--- src/uart_ready_params.svh ---
`ifndef UART_READY_PARAMS_SVH
`define UART_READY_PARAMS_SVH

// Prescaler ratio applied when the prescaler bit is set.
`define PRESCALE_RATIO      4
// Sampling clock periods per serial bit.
`define SAMPLES_PER_BIT     16
// Transmit and receive FIFO depth in bytes.
`define FIFO_DEPTH          128
// Extra bit times added to four character lengths for the receive timeout.
`define TIMEOUT_EXTRA_BITS  12
// Character lengths counted by the receive timeout.
`define TIMEOUT_CHARS       4
// Reset value of the prescaler bit.
`define PRESCALE_RESET      1'b0
// Reset value of the divisor.
`define DIVISOR_RESET       16'h0001
// Bits of a character besides its data bits: start, parity and stop at most.
`define FRAME_OVERHEAD      4

`endif

--- src/uart_ready_pkg.sv ---
`default_nettype none
package uart_ready_pkg;
   typedef logic [15:0] divisor_t;
   typedef logic [7:0]  fifo_level_t;
   typedef logic [1:0]  word_len_t;
endpackage
`default_nettype wire
--- src/baud_gen.sv ---
`include "uart_ready_params.svh"
`default_nettype none
module baud_gen
   import uart_ready_pkg::*;
(
   input  wire logic              mclk,
   input  wire logic              reset_n,
   input  wire logic              prescale_div4,
   input  wire uart_ready_pkg::divisor_t divisor,
   output logic                   sample_tick
);
   typedef struct packed {
      logic [1:0] pre_cnt;
      divisor_t   div_cnt;
      logic       tick;
   } bg_state_t;

   bg_state_t s_r;
   bg_state_t s_nxt;
   logic      pre_tick;

   always_comb begin
      s_nxt = s_r;
      s_nxt.tick = 1'b0;
      // Prescaler: every cycle when dividing by one, else one in four.
      pre_tick = 1'b0;
      if (prescale_div4) begin
         s_nxt.pre_cnt = s_r.pre_cnt + 2'd1;
         pre_tick = (s_r.pre_cnt == 2'(`PRESCALE_RATIO - 1));
      end else begin
         s_nxt.pre_cnt = 2'd0;
         pre_tick = 1'b1;
      end
      // Divisor counter; a zero divisor is treated as one.
      if (pre_tick) begin
         if (s_r.div_cnt <= 16'h0001) begin
            s_nxt.div_cnt = divisor;
            s_nxt.tick = 1'b1;
         end else begin
            s_nxt.div_cnt = s_r.div_cnt - 16'h0001;
         end
      end
   end

   always_ff @(posedge mclk or negedge reset_n) begin
      if (!reset_n) begin
         s_r <= '0;
      end else begin
         s_r <= s_nxt;
      end
   end

   assign sample_tick = s_r.tick;
endmodule
`default_nettype wire

--- src/rx_timeout.sv ---
`include "uart_ready_params.svh"
`default_nettype none
module rx_timeout
   import uart_ready_pkg::*;
(
   input  wire logic              mclk,
   input  wire logic              reset_n,
   input  wire logic              sample_tick,
   input  wire uart_ready_pkg::word_len_t word_len,
   input  wire logic              rx_fifo_nonempty,
   input  wire logic              rx_char_done,
   input  wire logic              rx_read,
   output logic                   timeout
);
   typedef struct packed {
      logic [12:0] cnt;
      logic        hit;
   } to_state_t;

   to_state_t   s_r;
   to_state_t   s_nxt;
   logic [12:0] limit;

   always_comb begin
      // Four characters of data plus framing, plus twelve bit times, in samples.
      limit = 13'((`TIMEOUT_CHARS * (5 + word_len + `FRAME_OVERHEAD)
                   + `TIMEOUT_EXTRA_BITS) * `SAMPLES_PER_BIT);
      s_nxt = s_r;
      if (!rx_fifo_nonempty || rx_char_done || rx_read) begin
         s_nxt.cnt = '0;
         s_nxt.hit = 1'b0;
      end else if (sample_tick && !s_r.hit) begin
         s_nxt.cnt = s_r.cnt + 13'd1;
         s_nxt.hit = (s_r.cnt + 13'd1 >= limit);
      end
   end

   always_ff @(posedge mclk or negedge reset_n) begin
      if (!reset_n) begin
         s_r <= '0;
      end else begin
         s_r <= s_nxt;
      end
   end

   assign timeout = s_r.hit;
endmodule
`default_nettype wire

--- src/uart_ready_int.sv ---
`include "uart_ready_params.svh"
`default_nettype none
module uart_ready_int
   import uart_ready_pkg::*;
#(
   parameter int FIFO_DEPTH = `FIFO_DEPTH
)(
   input  wire logic              mclk,
   input  wire logic              reset_n,
   input  wire logic              fifo_enable,
   input  wire logic              block_mode,
   input  wire logic              tx_int_select,
   input  wire logic              prescale_wr,
   input  wire logic              prescale_bit,
   input  wire logic [7:0]        divisor_high_byte,
   input  wire logic [7:0]        divisor_low_byte,
   input  wire uart_ready_pkg::word_len_t word_len,
   input  wire logic              thr_full,
   input  wire logic              tsr_empty,
   input  wire uart_ready_pkg::fifo_level_t tx_fifo_level,
   input  wire logic              tx_fifo_full_flag,
   input  wire uart_ready_pkg::fifo_level_t tx_trigger,
   input  wire logic              rhr_full,
   input  wire uart_ready_pkg::fifo_level_t rx_fifo_level,
   input  wire uart_ready_pkg::fifo_level_t rx_trigger,
   input  wire logic              rx_char_done,
   input  wire logic              rx_read,
   output logic                   tx_int,
   output logic                   rx_int,
   output logic                   tx_ready_n,
   output logic                   rx_ready_n,
   output logic                   sample_tick,
   output logic                   bit_tick,
   output logic                   prescale_state
);
   typedef struct packed {
      logic       prescale;
      logic [3:0] sample_cnt;
      logic       bit_tick;
      logic       rx_block_low;
      logic       tx_int;
      logic       rx_int;
      logic       tx_ready_n;
      logic       rx_ready_n;
   } top_state_t;

   top_state_t s_r;
   top_state_t s_nxt;
   divisor_t   divisor;
   logic       timeout;
   logic       tx_empty;
   logic       rx_empty;
   logic       tx_full;
   logic       tx_int_src;

   assign divisor = {divisor_high_byte, divisor_low_byte};

   // Each channel instantiates its own copy of this block, hence its own
   // generator; all run from mclk, and the host registers are plain ports except the prescaler bit, held here.
   baud_gen u_baud (
      .mclk          (mclk),
      .reset_n       (reset_n),
      .prescale_div4 (s_r.prescale),
      .divisor       (divisor),
      .sample_tick   (sample_tick)
   );

   rx_timeout u_timeout (
      .mclk             (mclk),
      .reset_n          (reset_n),
      .sample_tick      (sample_tick),
      .word_len         (word_len),
      .rx_fifo_nonempty (fifo_enable && rx_fifo_level != '0),
      .rx_char_done     (rx_char_done),
      .rx_read          (rx_read),
      .timeout          (timeout)
   );

   always_comb begin
      s_nxt = s_r;
      tx_empty = (tx_fifo_level == '0);
      rx_empty = (rx_fifo_level == '0);
      tx_full  = tx_fifo_full_flag || (32'(tx_fifo_level) >= FIFO_DEPTH);
      if (prescale_wr) begin
         s_nxt.prescale = prescale_bit;
      end
      // The shifter and sampler count sixteen ticks per bit.
      s_nxt.bit_tick = 1'b0;
      if (sample_tick) begin
         s_nxt.sample_cnt = s_r.sample_cnt + 4'd1;
         s_nxt.bit_tick = (s_r.sample_cnt == 4'(`SAMPLES_PER_BIT - 1));
      end
      // Transmit interrupt.
      if (!fifo_enable) begin
         tx_int_src = !thr_full;
      end else begin
         tx_int_src = (tx_fifo_level <= tx_trigger) || tx_empty;
      end
      if (tx_int_select) begin
         s_nxt.tx_int = tx_int_src && tsr_empty && (fifo_enable ? tx_empty : !thr_full);
      end else begin
         s_nxt.tx_int = tx_int_src;
      end
      // Receive interrupt.
      if (!fifo_enable) begin
         s_nxt.rx_int = rhr_full;
      end else if (block_mode) begin
         s_nxt.rx_int = (rx_fifo_level >= rx_trigger);
      end else begin
         s_nxt.rx_int = !rx_empty;
      end
      // Block-mode receive ready latch: set at trigger or timeout, clear on empty.
      if (rx_empty) begin
         s_nxt.rx_block_low = 1'b0;
      end else if ((rx_fifo_level >= rx_trigger) || timeout) begin
         s_nxt.rx_block_low = 1'b1;
      end
      // Ready pins, mode picked by the FIFO-enable and block-mode bits.
      if (!fifo_enable) begin
         s_nxt.rx_ready_n = !rhr_full;
         s_nxt.tx_ready_n = thr_full;
      end else if (block_mode) begin
         s_nxt.rx_ready_n = !s_nxt.rx_block_low;
         s_nxt.tx_ready_n = tx_full;
      end else begin
         s_nxt.rx_ready_n = rx_empty;
         s_nxt.tx_ready_n = !tx_empty;
      end
   end

   always_ff @(posedge mclk or negedge reset_n) begin
      if (!reset_n) begin
         s_r <= '0;
         s_r.prescale <= `PRESCALE_RESET;
         s_r.tx_ready_n <= 1'b0;
         s_r.rx_ready_n <= 1'b1;
         s_r.tx_int <= 1'b1;
      end else begin
         s_r <= s_nxt;
      end
   end

   assign tx_int         = s_r.tx_int;
   assign rx_int         = s_r.rx_int;
   assign tx_ready_n     = s_r.tx_ready_n;
   assign rx_ready_n     = s_r.rx_ready_n;
   assign bit_tick       = s_r.bit_tick;
   assign prescale_state = s_r.prescale;
endmodule
`default_nettype wire

--- config.mk ---
export PLATFORM = sky130hd
export DESIGN_NAME = uart_ready_int
export DESIGN_NICKNAME = d
export VERILOG_FILES = /design/src/uart_ready_pkg.sv /design/src/baud_gen.sv /design/src/rx_timeout.sv /design/src/uart_ready_int.sv
export VERILOG_INCLUDE_DIRS = /design/src
export SDC_FILE = /design/constraint.sdc
export NUM_CORES = 1
export LEC_CHECK = 0
export ABC_AREA = 1
export BUFFER_PORTS_ARGS = -buffer_cell sky130_fd_sc_hd__buf_2
export CAP_MARGIN = 10
export CORE_MARGIN = 10
export CORE_UTILIZATION = 50
export DETAILED_ROUTE_END_ITERATION = 10
export MAX_ROUTING_LAYER = met4
export PLACE_DENSITY = 0.86
export SYNTH_ARGS = -nofsm -noshare
export SYNTH_HDL_FRONTEND = slang
export SYNTH_SLANG_ARGS = --single-unit
--- constraint.sdc ---
create_clock -name mclk -period 1.9 [get_ports mclk]
set_input_delay 0.095 -clock mclk [delete_from_list [all_inputs] [get_ports mclk]]
set_output_delay 0.095 -clock mclk [all_outputs]
set_load 0.1 [all_outputs]
==> results of run 1 <==
sequential cells by signal, summed over array words and instances, names as in the netlist:
| signal | cells |
|---|---|
| u_baud.s_r | 18 |
| u_timeout.s_r | 13 |
| s_r | 5 |
| bit_tick | 1 |
| prescale_state | 1 |
| rx_int | 1 |
| rx_ready_n | 1 |
| tx_int | 1 |
| tx_ready_n | 1 |
| u_baud.sample_tick | 1 |
| u_timeout.timeout | 1 |
worst max-delay path: stages, from the launching register on:
cell     delay, ps
dfrtp_1        370
ha_2           200
nand2_2         70
nor2_4         120
nand3_2         90
xor2_1         180
ha_1           290
nand2_1         50
nor2_1          80
nand3_1         80
nor2_1          90
nand2_1         60
nand2_1         80
nand2_1         70
nand2_1         60
nand2_1         50
nand2_1         70
worst min-delay path by stage:
stage	to	slack, ps	start	depth (start not counted)
after detailed placement	u_baud.s_r[17]$_DFF_PN0_	100	reset_n	1
final	u_baud.s_r[4]$_DFFE_PN0N_	4	divisor_low_byte[3]	3
after CTS	u_baud.s_r[4]$_DFFE_PN0N_	0.8	divisor_low_byte[3]	3
after global placement	u_baud.s_r[17]$_DFF_PN0_	80	reset_n	1
after floorplan	bit_tick$_DFF_PN0_	-200	reset_n	0
after global routing	u_baud.s_r[4]$_DFFE_PN0N_	6	divisor_low_byte[3]	3
what timing repair did:
item,CTS,global route
resized for setup,2,1
pin swaps,2,0
endpoints found under the setup margin,1,1
buffers inserted,6,0
hold endpoints to repair,20,0
hold buffers,3,0
placed cells by master (no fill, tap or decap), types with 2 or more instances in the layout:
cell and instances:
nor4_1 2, o21ai_2 4, nor2_4 7, dlygate4sd3_1 3, nand2_1 123, buf_4 17
clkbuf_8 7, dfrtp_1 41, nor2_1 43, nor2_2 7, nand4_1 8, ha_1 26
inv_1 54, nor3_1 3, buf_2 69, o21ai_1 4, nand2_2 6, nand3_2 2
xor2_1 8, xnor2_1 4, a21oi_1 9, dfstp_2 2, o21ai_0 23, o211ai_2 3
nor3_2 2, nand3_1 28
area by class of cell:
| cell class | count | area share [%] |
|---|---|---|
| timing repair buffer | 90 | 13.3 |
| tap | 75 | 2.39 |
| sequential | 44 | 28.2 |
| clock inverter | 1 | 0.766 |
| inverter | 55 | 5.26 |
| clock buffer | 7 | 2.46 |
| multi-input combinational | 326 | 47.6 |
power by group through the flow:
stage	Clock [mW]	Combinational [mW]	Sequential [mW]
after global routing	0.852	1.09	1.24
final	0.803	0.957	1.22
after floorplan	0	0.651	1.27
after CTS	0.813	0.962	1.22
after detailed placement	0	0.953	1.23
after global placement	0	0.905	1.23
cell families (layout without fill, tap and decap cells):
group / Yosys count / after routing / synth area share, %
simple gates: 237 / 237 / 34.3
buf+inv: 59 / 153 / 7.36
other cells: 1 / 1 / 0.118
compound gates: 48 / 48 / 9.33
fa+ha+maj: 27 / 27 / 10.6
xor+xnor: 13 / 13 / 3.58
flops: 44 / 44 / 34.7
per-stage QoR:
step | utilization, % | cell area, sq um | setup slack [ps] | total power, mW | hold slack, ps
2_1_floorplan | - | 3190 | 24.6 | 1.92 | -201
3_3_place_gp | 61.1 | 3700 | -17.8 | 2.13 | 83.4
3_5_place_dp | 61.1 | 3700 | -161 | 2.19 | 96.6
4_1_cts | 64.6 | 3920 | -111 | 2.99 | 0.795
5_1_grt | 64.7 | 3920 | -275 | 3.18 | 6.15
6_report | 64.7 | 3920 | -132 | 2.98 | 3.66
routing by layer:
metal  vias up  part of all wire [%]
met2        78                    52
met5         -                     0
met3        23                   5.1
li1       1556                     -
met1      1419                    40
met4         0                   3.0
==> impl_metrics.csv, run 1 <==
group,metric,value,unit
run_status,status,"complete, but fails checks",
run_status,failed_checks,"setup timing",
placed_design,numPortBuffers,69,
route,drtIter0Drc,125,
run,drv_cap,0,
clock_tree,numClockSinks,44,
critical_path,rr_endpoint,"u_timeout.timeout$_DFFE_PN0P_",
synthesis,ys_seq_area_share,34.7,%
route,dr_total_vias,3076,
timing,worst-slew-pin-transition,557,ps
synthesis,synth_commonest_cells,"124 x nand2_1, 54 x inv_1, 43 x nor2_1",
final_layout,seqCellArea,1100,sq um
synthesis,yosysUniqueCellTypes,38,
hold_path,hold_class,"in -> reg",
floorplanning,die_w,99.7,microns
global_routing,grt_use_met1,18.1,%
synthesis,ys_seq_elements,44,
global_routing,use_met2,30.4,%
synthesis,synthTopCellsByArea,"dfrtp_1 33%, nand2_1 15%, ha_1 11%, inv_1 6.4%, nor2_1 5.1%",
global_routing,first_global_vias,3226,
route,vias_per_cell,5.14,
route,wirelength,8180,microns
synthesis,ys_warn_count,0,
critical_path,worstSetupStartpoint,"u_timeout.s_r[2]$_DFFE_PN0P_",
synthesis,async_flop_share,100,%
final_layout,fillCellCount,506,
route,wire_per_inst,13.7,microns
timing,grt_setup_unrepaired,"true",
pwr,leakagePower,2.10,nW
floorplanning,rows,28,
global_routing,grt_util_all_layers,17.4,%
critical_path,worstPathArrival,2280,ps
critical_path,reg2reg_depth,16,
route,drt_pass1_iterations,4,
final_layout,nNetsFinal,612,
critical_path,endpoint,"u_timeout.timeout$_DFFE_PN0P_",
pwr,vdd_drop_max,0.853,mV
timing,post-route-period-util,107,%
pwr,power.share.sequential,40.9,%
final_layout,area_growth,23.4,%
global_routing,gr-usage-met3,4.71,%
pwr,pwr-share-comb,32.1,%
final_layout,drive_gt1_share,26.2,%
route,drc,0,
placed_design,placedCellCount,581,
floorplanning,die_h,99.7,microns
clock_tree,h-tree-depth,2,
clock_tree,cts_tree,"yes",
timing,final-setup-viol-count,1,
critical_path,cp_data_required_time,2150,ps
clock_tree,root_buffer,"clkbuf_8",
critical_path,critPathKind,"reg -> reg",
synthesis,syn_inst,429,
critical_path,cp-end-kind,"register",
synthesis,synth_area,3180,sq um
timing,drv_slew,0,
synthesis,synth_fp_nets,519,
timing,tns,-132,ps
synthesis,synth_top_area_share,33.1,%
final_layout,stdcell_count,598,
critical_path,cp-start-kind,"register",
timing,max_clock_freq,492,MHz
clock_tree,clkSlewWorstSetupHoldPaths,80,ps
placed_design,routabilityCongestion,0.869,
timing,finalWorstSetupSlack,-132,ps
timing,slew_headroom,62.9,%
pwr,power_density,759,nW/um^2
synthesis,synth.most_common_cell,"nand2_1",
clock_tree,cts_made_buffers,5,
floorplanning,fp.dieArea,9950,sq um
floorplanning,core,6060,sq um
global_routing,antenna_found_initial,0,
critical_path,regToRegSetupSlack,-130,ps
timing,finalCriticalPeriod,2030,ps
global_routing,grt-ovfl-total,0,
global_routing,grt_max_degree,24,
route,final_antenna_net_count,0,
final_layout,diodes,0,
floorplanning,initial_core_util,52.5,%
placed_design,dpl.hpwl,6400,microns
floorplanning,num_io_pins,70,
timing,hold_viol,0,
synthesis,synth-main-ff-cell,"dfrtp_1",
pwr,p_sw_share,36.4,%
critical_path,cp_max_fo,3,
pwr,p_int,1.90,mW
pwr,p_switching,1.08,mW
synthesis,yosys.area.top_type,"dfrtp_1",
synthesis,synth.avg_cell_area,7.41,sq um
clock_tree,cts_buffer_depth,2,
clock_tree,clk_latency,310,ps
synthesis,synth_edf_count,0,
final_layout,multi_input_area,1870,sq um
pwr,p_clk_share,27.0,%
global_routing,grt_pass1_wl,14000,microns
global_routing,grt_most_used_layer,"met2",
timing,skew,6.03,ps
critical_path,r2r-start,"u_timeout.s_r[2]$_DFFE_PN0P_",
(Power assumes the default switching activity.)
==> run 2: changes to the inputs <==
--- a/config.mk
+++ b/config.mk
@@ -12,6 +12,7 @@
 export CORE_MARGIN = 10
 export CORE_UTILIZATION = 50
 export DETAILED_ROUTE_END_ITERATION = 10
+export GPL_TIMING_DRIVEN = 0
 export MAX_ROUTING_LAYER = met4
 export PLACE_DENSITY = 0.86
 export SYNTH_ARGS = -nofsm -noshare
==> impl_metrics.csv, run 2 (synthesized netlist as in run 1, its figures left out) <==
group,metric,value,unit
final_layout,diodes,0,
final_layout,nNetsFinal,611,
timing,drv_slew,0,
timing,final-setup-viol-count,1,
timing,hold_viol,0,
floorplanning,fp.dieArea,9950,sq um
pwr,p_clk_share,22.9,%
timing,whs,6.78,ps
timing,slew_headroom,35.3,%
run_status,failed_checks,"setup timing",
global_routing,grt_pass1_wl,13100,microns
floorplanning,die_w,99.7,microns
hold_path,hold_class,"in -> reg",
final_layout,most-common-layout-cells,"123 x nand2_1, 70 x buf_2, 53 x inv_1",
route,dr_total_vias,3123,
pwr,total_power,2.81,mW
floorplanning,rows,28,
pwr,leakagePower,2.07,nW
critical_path,cp_data_required_time,2100,ps
clock_tree,h-tree-depth,2,
final_layout,top_regs,"u_baud.s_r: 18 flops, u_timeout.s_r: 13 flops, s_r: 5 flops",
placed_design,dpl.hpwl,5910,microns
pwr,p_sw_share,38.8,%
clock_tree,numClockSinks,44,
clock_tree,clkSlewWorstSetupHoldPaths,90,ps
timing,finalCriticalPeriod,2150,ps
floorplanning,initial_core_util,52.5,%
route,drc,0,
floorplanning,die_h,99.7,microns
pwr,p_switching,1.09,mW
critical_path,critPathKind,"reg -> reg",
timing,finalWorstSetupSlack,-251,ps
final_layout,largest_register,"u_baud.s_r",
clock_tree,clk_latency,300,ps
final_layout,largest_reg_flops,18,
run,drv_cap,0,
global_routing,grt_util_all_layers,16.0,%
timing,max_clock_freq,465,MHz
global_routing,first_global_vias,3074,
timing,skew,4.80,ps
critical_path,cp-end-kind,"register",
critical_path,cp-start-kind,"register",
route,drt_pass1_iterations,4,
final_layout,stdcell_count,597,
route,wirelength,8060,microns
global_routing,grt_max_degree,45,
critical_path,worstPathArrival,2350,ps
floorplanning,num_io_pins,70,
final_layout,drive_gt1_share,27.0,%
pwr,vdd_drop_max,0.650,mV
floorplanning,core,6060,sq um
placed_design,routabilityCongestion,0.901,
run_status,status,"complete, but fails checks",
clock_tree,root_buffer,"clkbuf_8",
final_layout,area_growth,22.6,%
pwr,power.share.sequential,43.4,%
global_routing,antenna_found_initial,0,
route,final_antenna_net_count,0,
route,wire_per_inst,13.5,microns
pwr,p_int,1.72,mW
timing,post-route-period-util,113,%
route,drtIter0Drc,163,
clock_tree,cts_made_buffers,5,
timing,worst-slew-pin-transition,970,ps
pwr,pwr-share-comb,33.7,%
global_routing,grt-ovfl-total,0,
pwr,power_density,722,nW/um^2
clock_tree,cts_buffer_depth,2,
clock_tree,cts_tree,"yes",
route,vias_per_cell,5.23,
critical_path,cp_max_fo,3,
placed_design,numPortBuffers,69,
hold_path,worstHoldPathCells,3,
placed_design,placedCellCount,573,
critical_path,reg2reg_depth,14,
timing,grt_setup_unrepaired,"true",
final_layout,final_common_cell,"nand2_1",
-- run 2: what timing repair did --
item,CTS,global route
hold buffers,4,0
gates resized for setup,4,7
endpoints found under the hold margin,44,0
setup endpoints to repair,1,1
pin swaps,3,8
buffers inserted,6,6
-- run 2: final timing paths --
path	from	endpoint	slack, ps
worst max register to register	u_timeout.s_r[1]$_DFFE_PN0P_	u_timeout.timeout$_DFFE_PN0P_	-250
min in group asynchronous	reset_n	u_baud.s_r[4]$_DFFE_PN0N_	480
worst min-delay path	divisor_low_byte[7]	u_baud.s_r[8]$_DFFE_PN0N_	7
max in group asynchronous	reset_n	u_timeout.s_r[5]$_DFFE_PN0P_	750
worst max-delay path	u_timeout.s_r[1]$_DFFE_PN0P_	u_timeout.timeout$_DFFE_PN0P_	-250
worst min register to register	u_baud.s_r[17]$_DFF_PN0_	u_baud.s_r[17]$_DFF_PN0_	450
-- run 2: final cells by class --
class | count | area (sq um)
clock buffer | 6 | 82.6
clock inverter | 2 | 15.0
buffer | 4 | 27.5
fill | 516 | 2160
tap | 75 | 93.8
inverter | 55 | 206
sequential | 44 | 1110
timing repair buffer | 85 | 475
multi-input combinational | 326 | 1890
-- run 2: per-stage QoR --
stage | utilization, % | instance area, sq um | setup slack, ps | setup TNS, ps
after floorplan | - | 3190 | 24.6 | 0
after global placement | 59.9 | 3630 | -181 | -181
after detailed placement | 59.9 | 3630 | -223 | -223
after CTS | 63.0 | 3820 | -95.3 | -95.3
after global routing | 64.3 | 3900 | -351 | -351
final | 64.3 | 3900 | -251 | -251
-- run 2: power groups by stage --
stage / logic [mW] / clock network [mW] / registers [mW]
floorplan: 0.651 / 0 / 1.27
global placement: 0.901 / 0 / 1.23
detailed placement: 0.936 / 0 / 1.24
CTS: 0.952 / 0.648 / 1.22
global route: 1.07 / 0.698 / 1.24
finish: 0.948 / 0.644 / 1.22
-- run 2: worst max-delay path, stage by stage (launching register included) --
cell and delay, ps:
dfrtp_1 360, ha_2 210, nand2_4 70, nor2_4 130, buf_4 140, nand2_2 70
nor2_2 150, xor2_2 180, ha_1 270, a21oi_2 120, nand3_1 90, nor2_1 90
nand2_1 60, nand2_1 50, nand2_1 50
-- run 2: routing by layer --
layer	wire length (microns)	track usage, %
met5	0	-
met4	146	4.96
met3	455	4.43
met2	4280	28.8
met1	3180	16.5
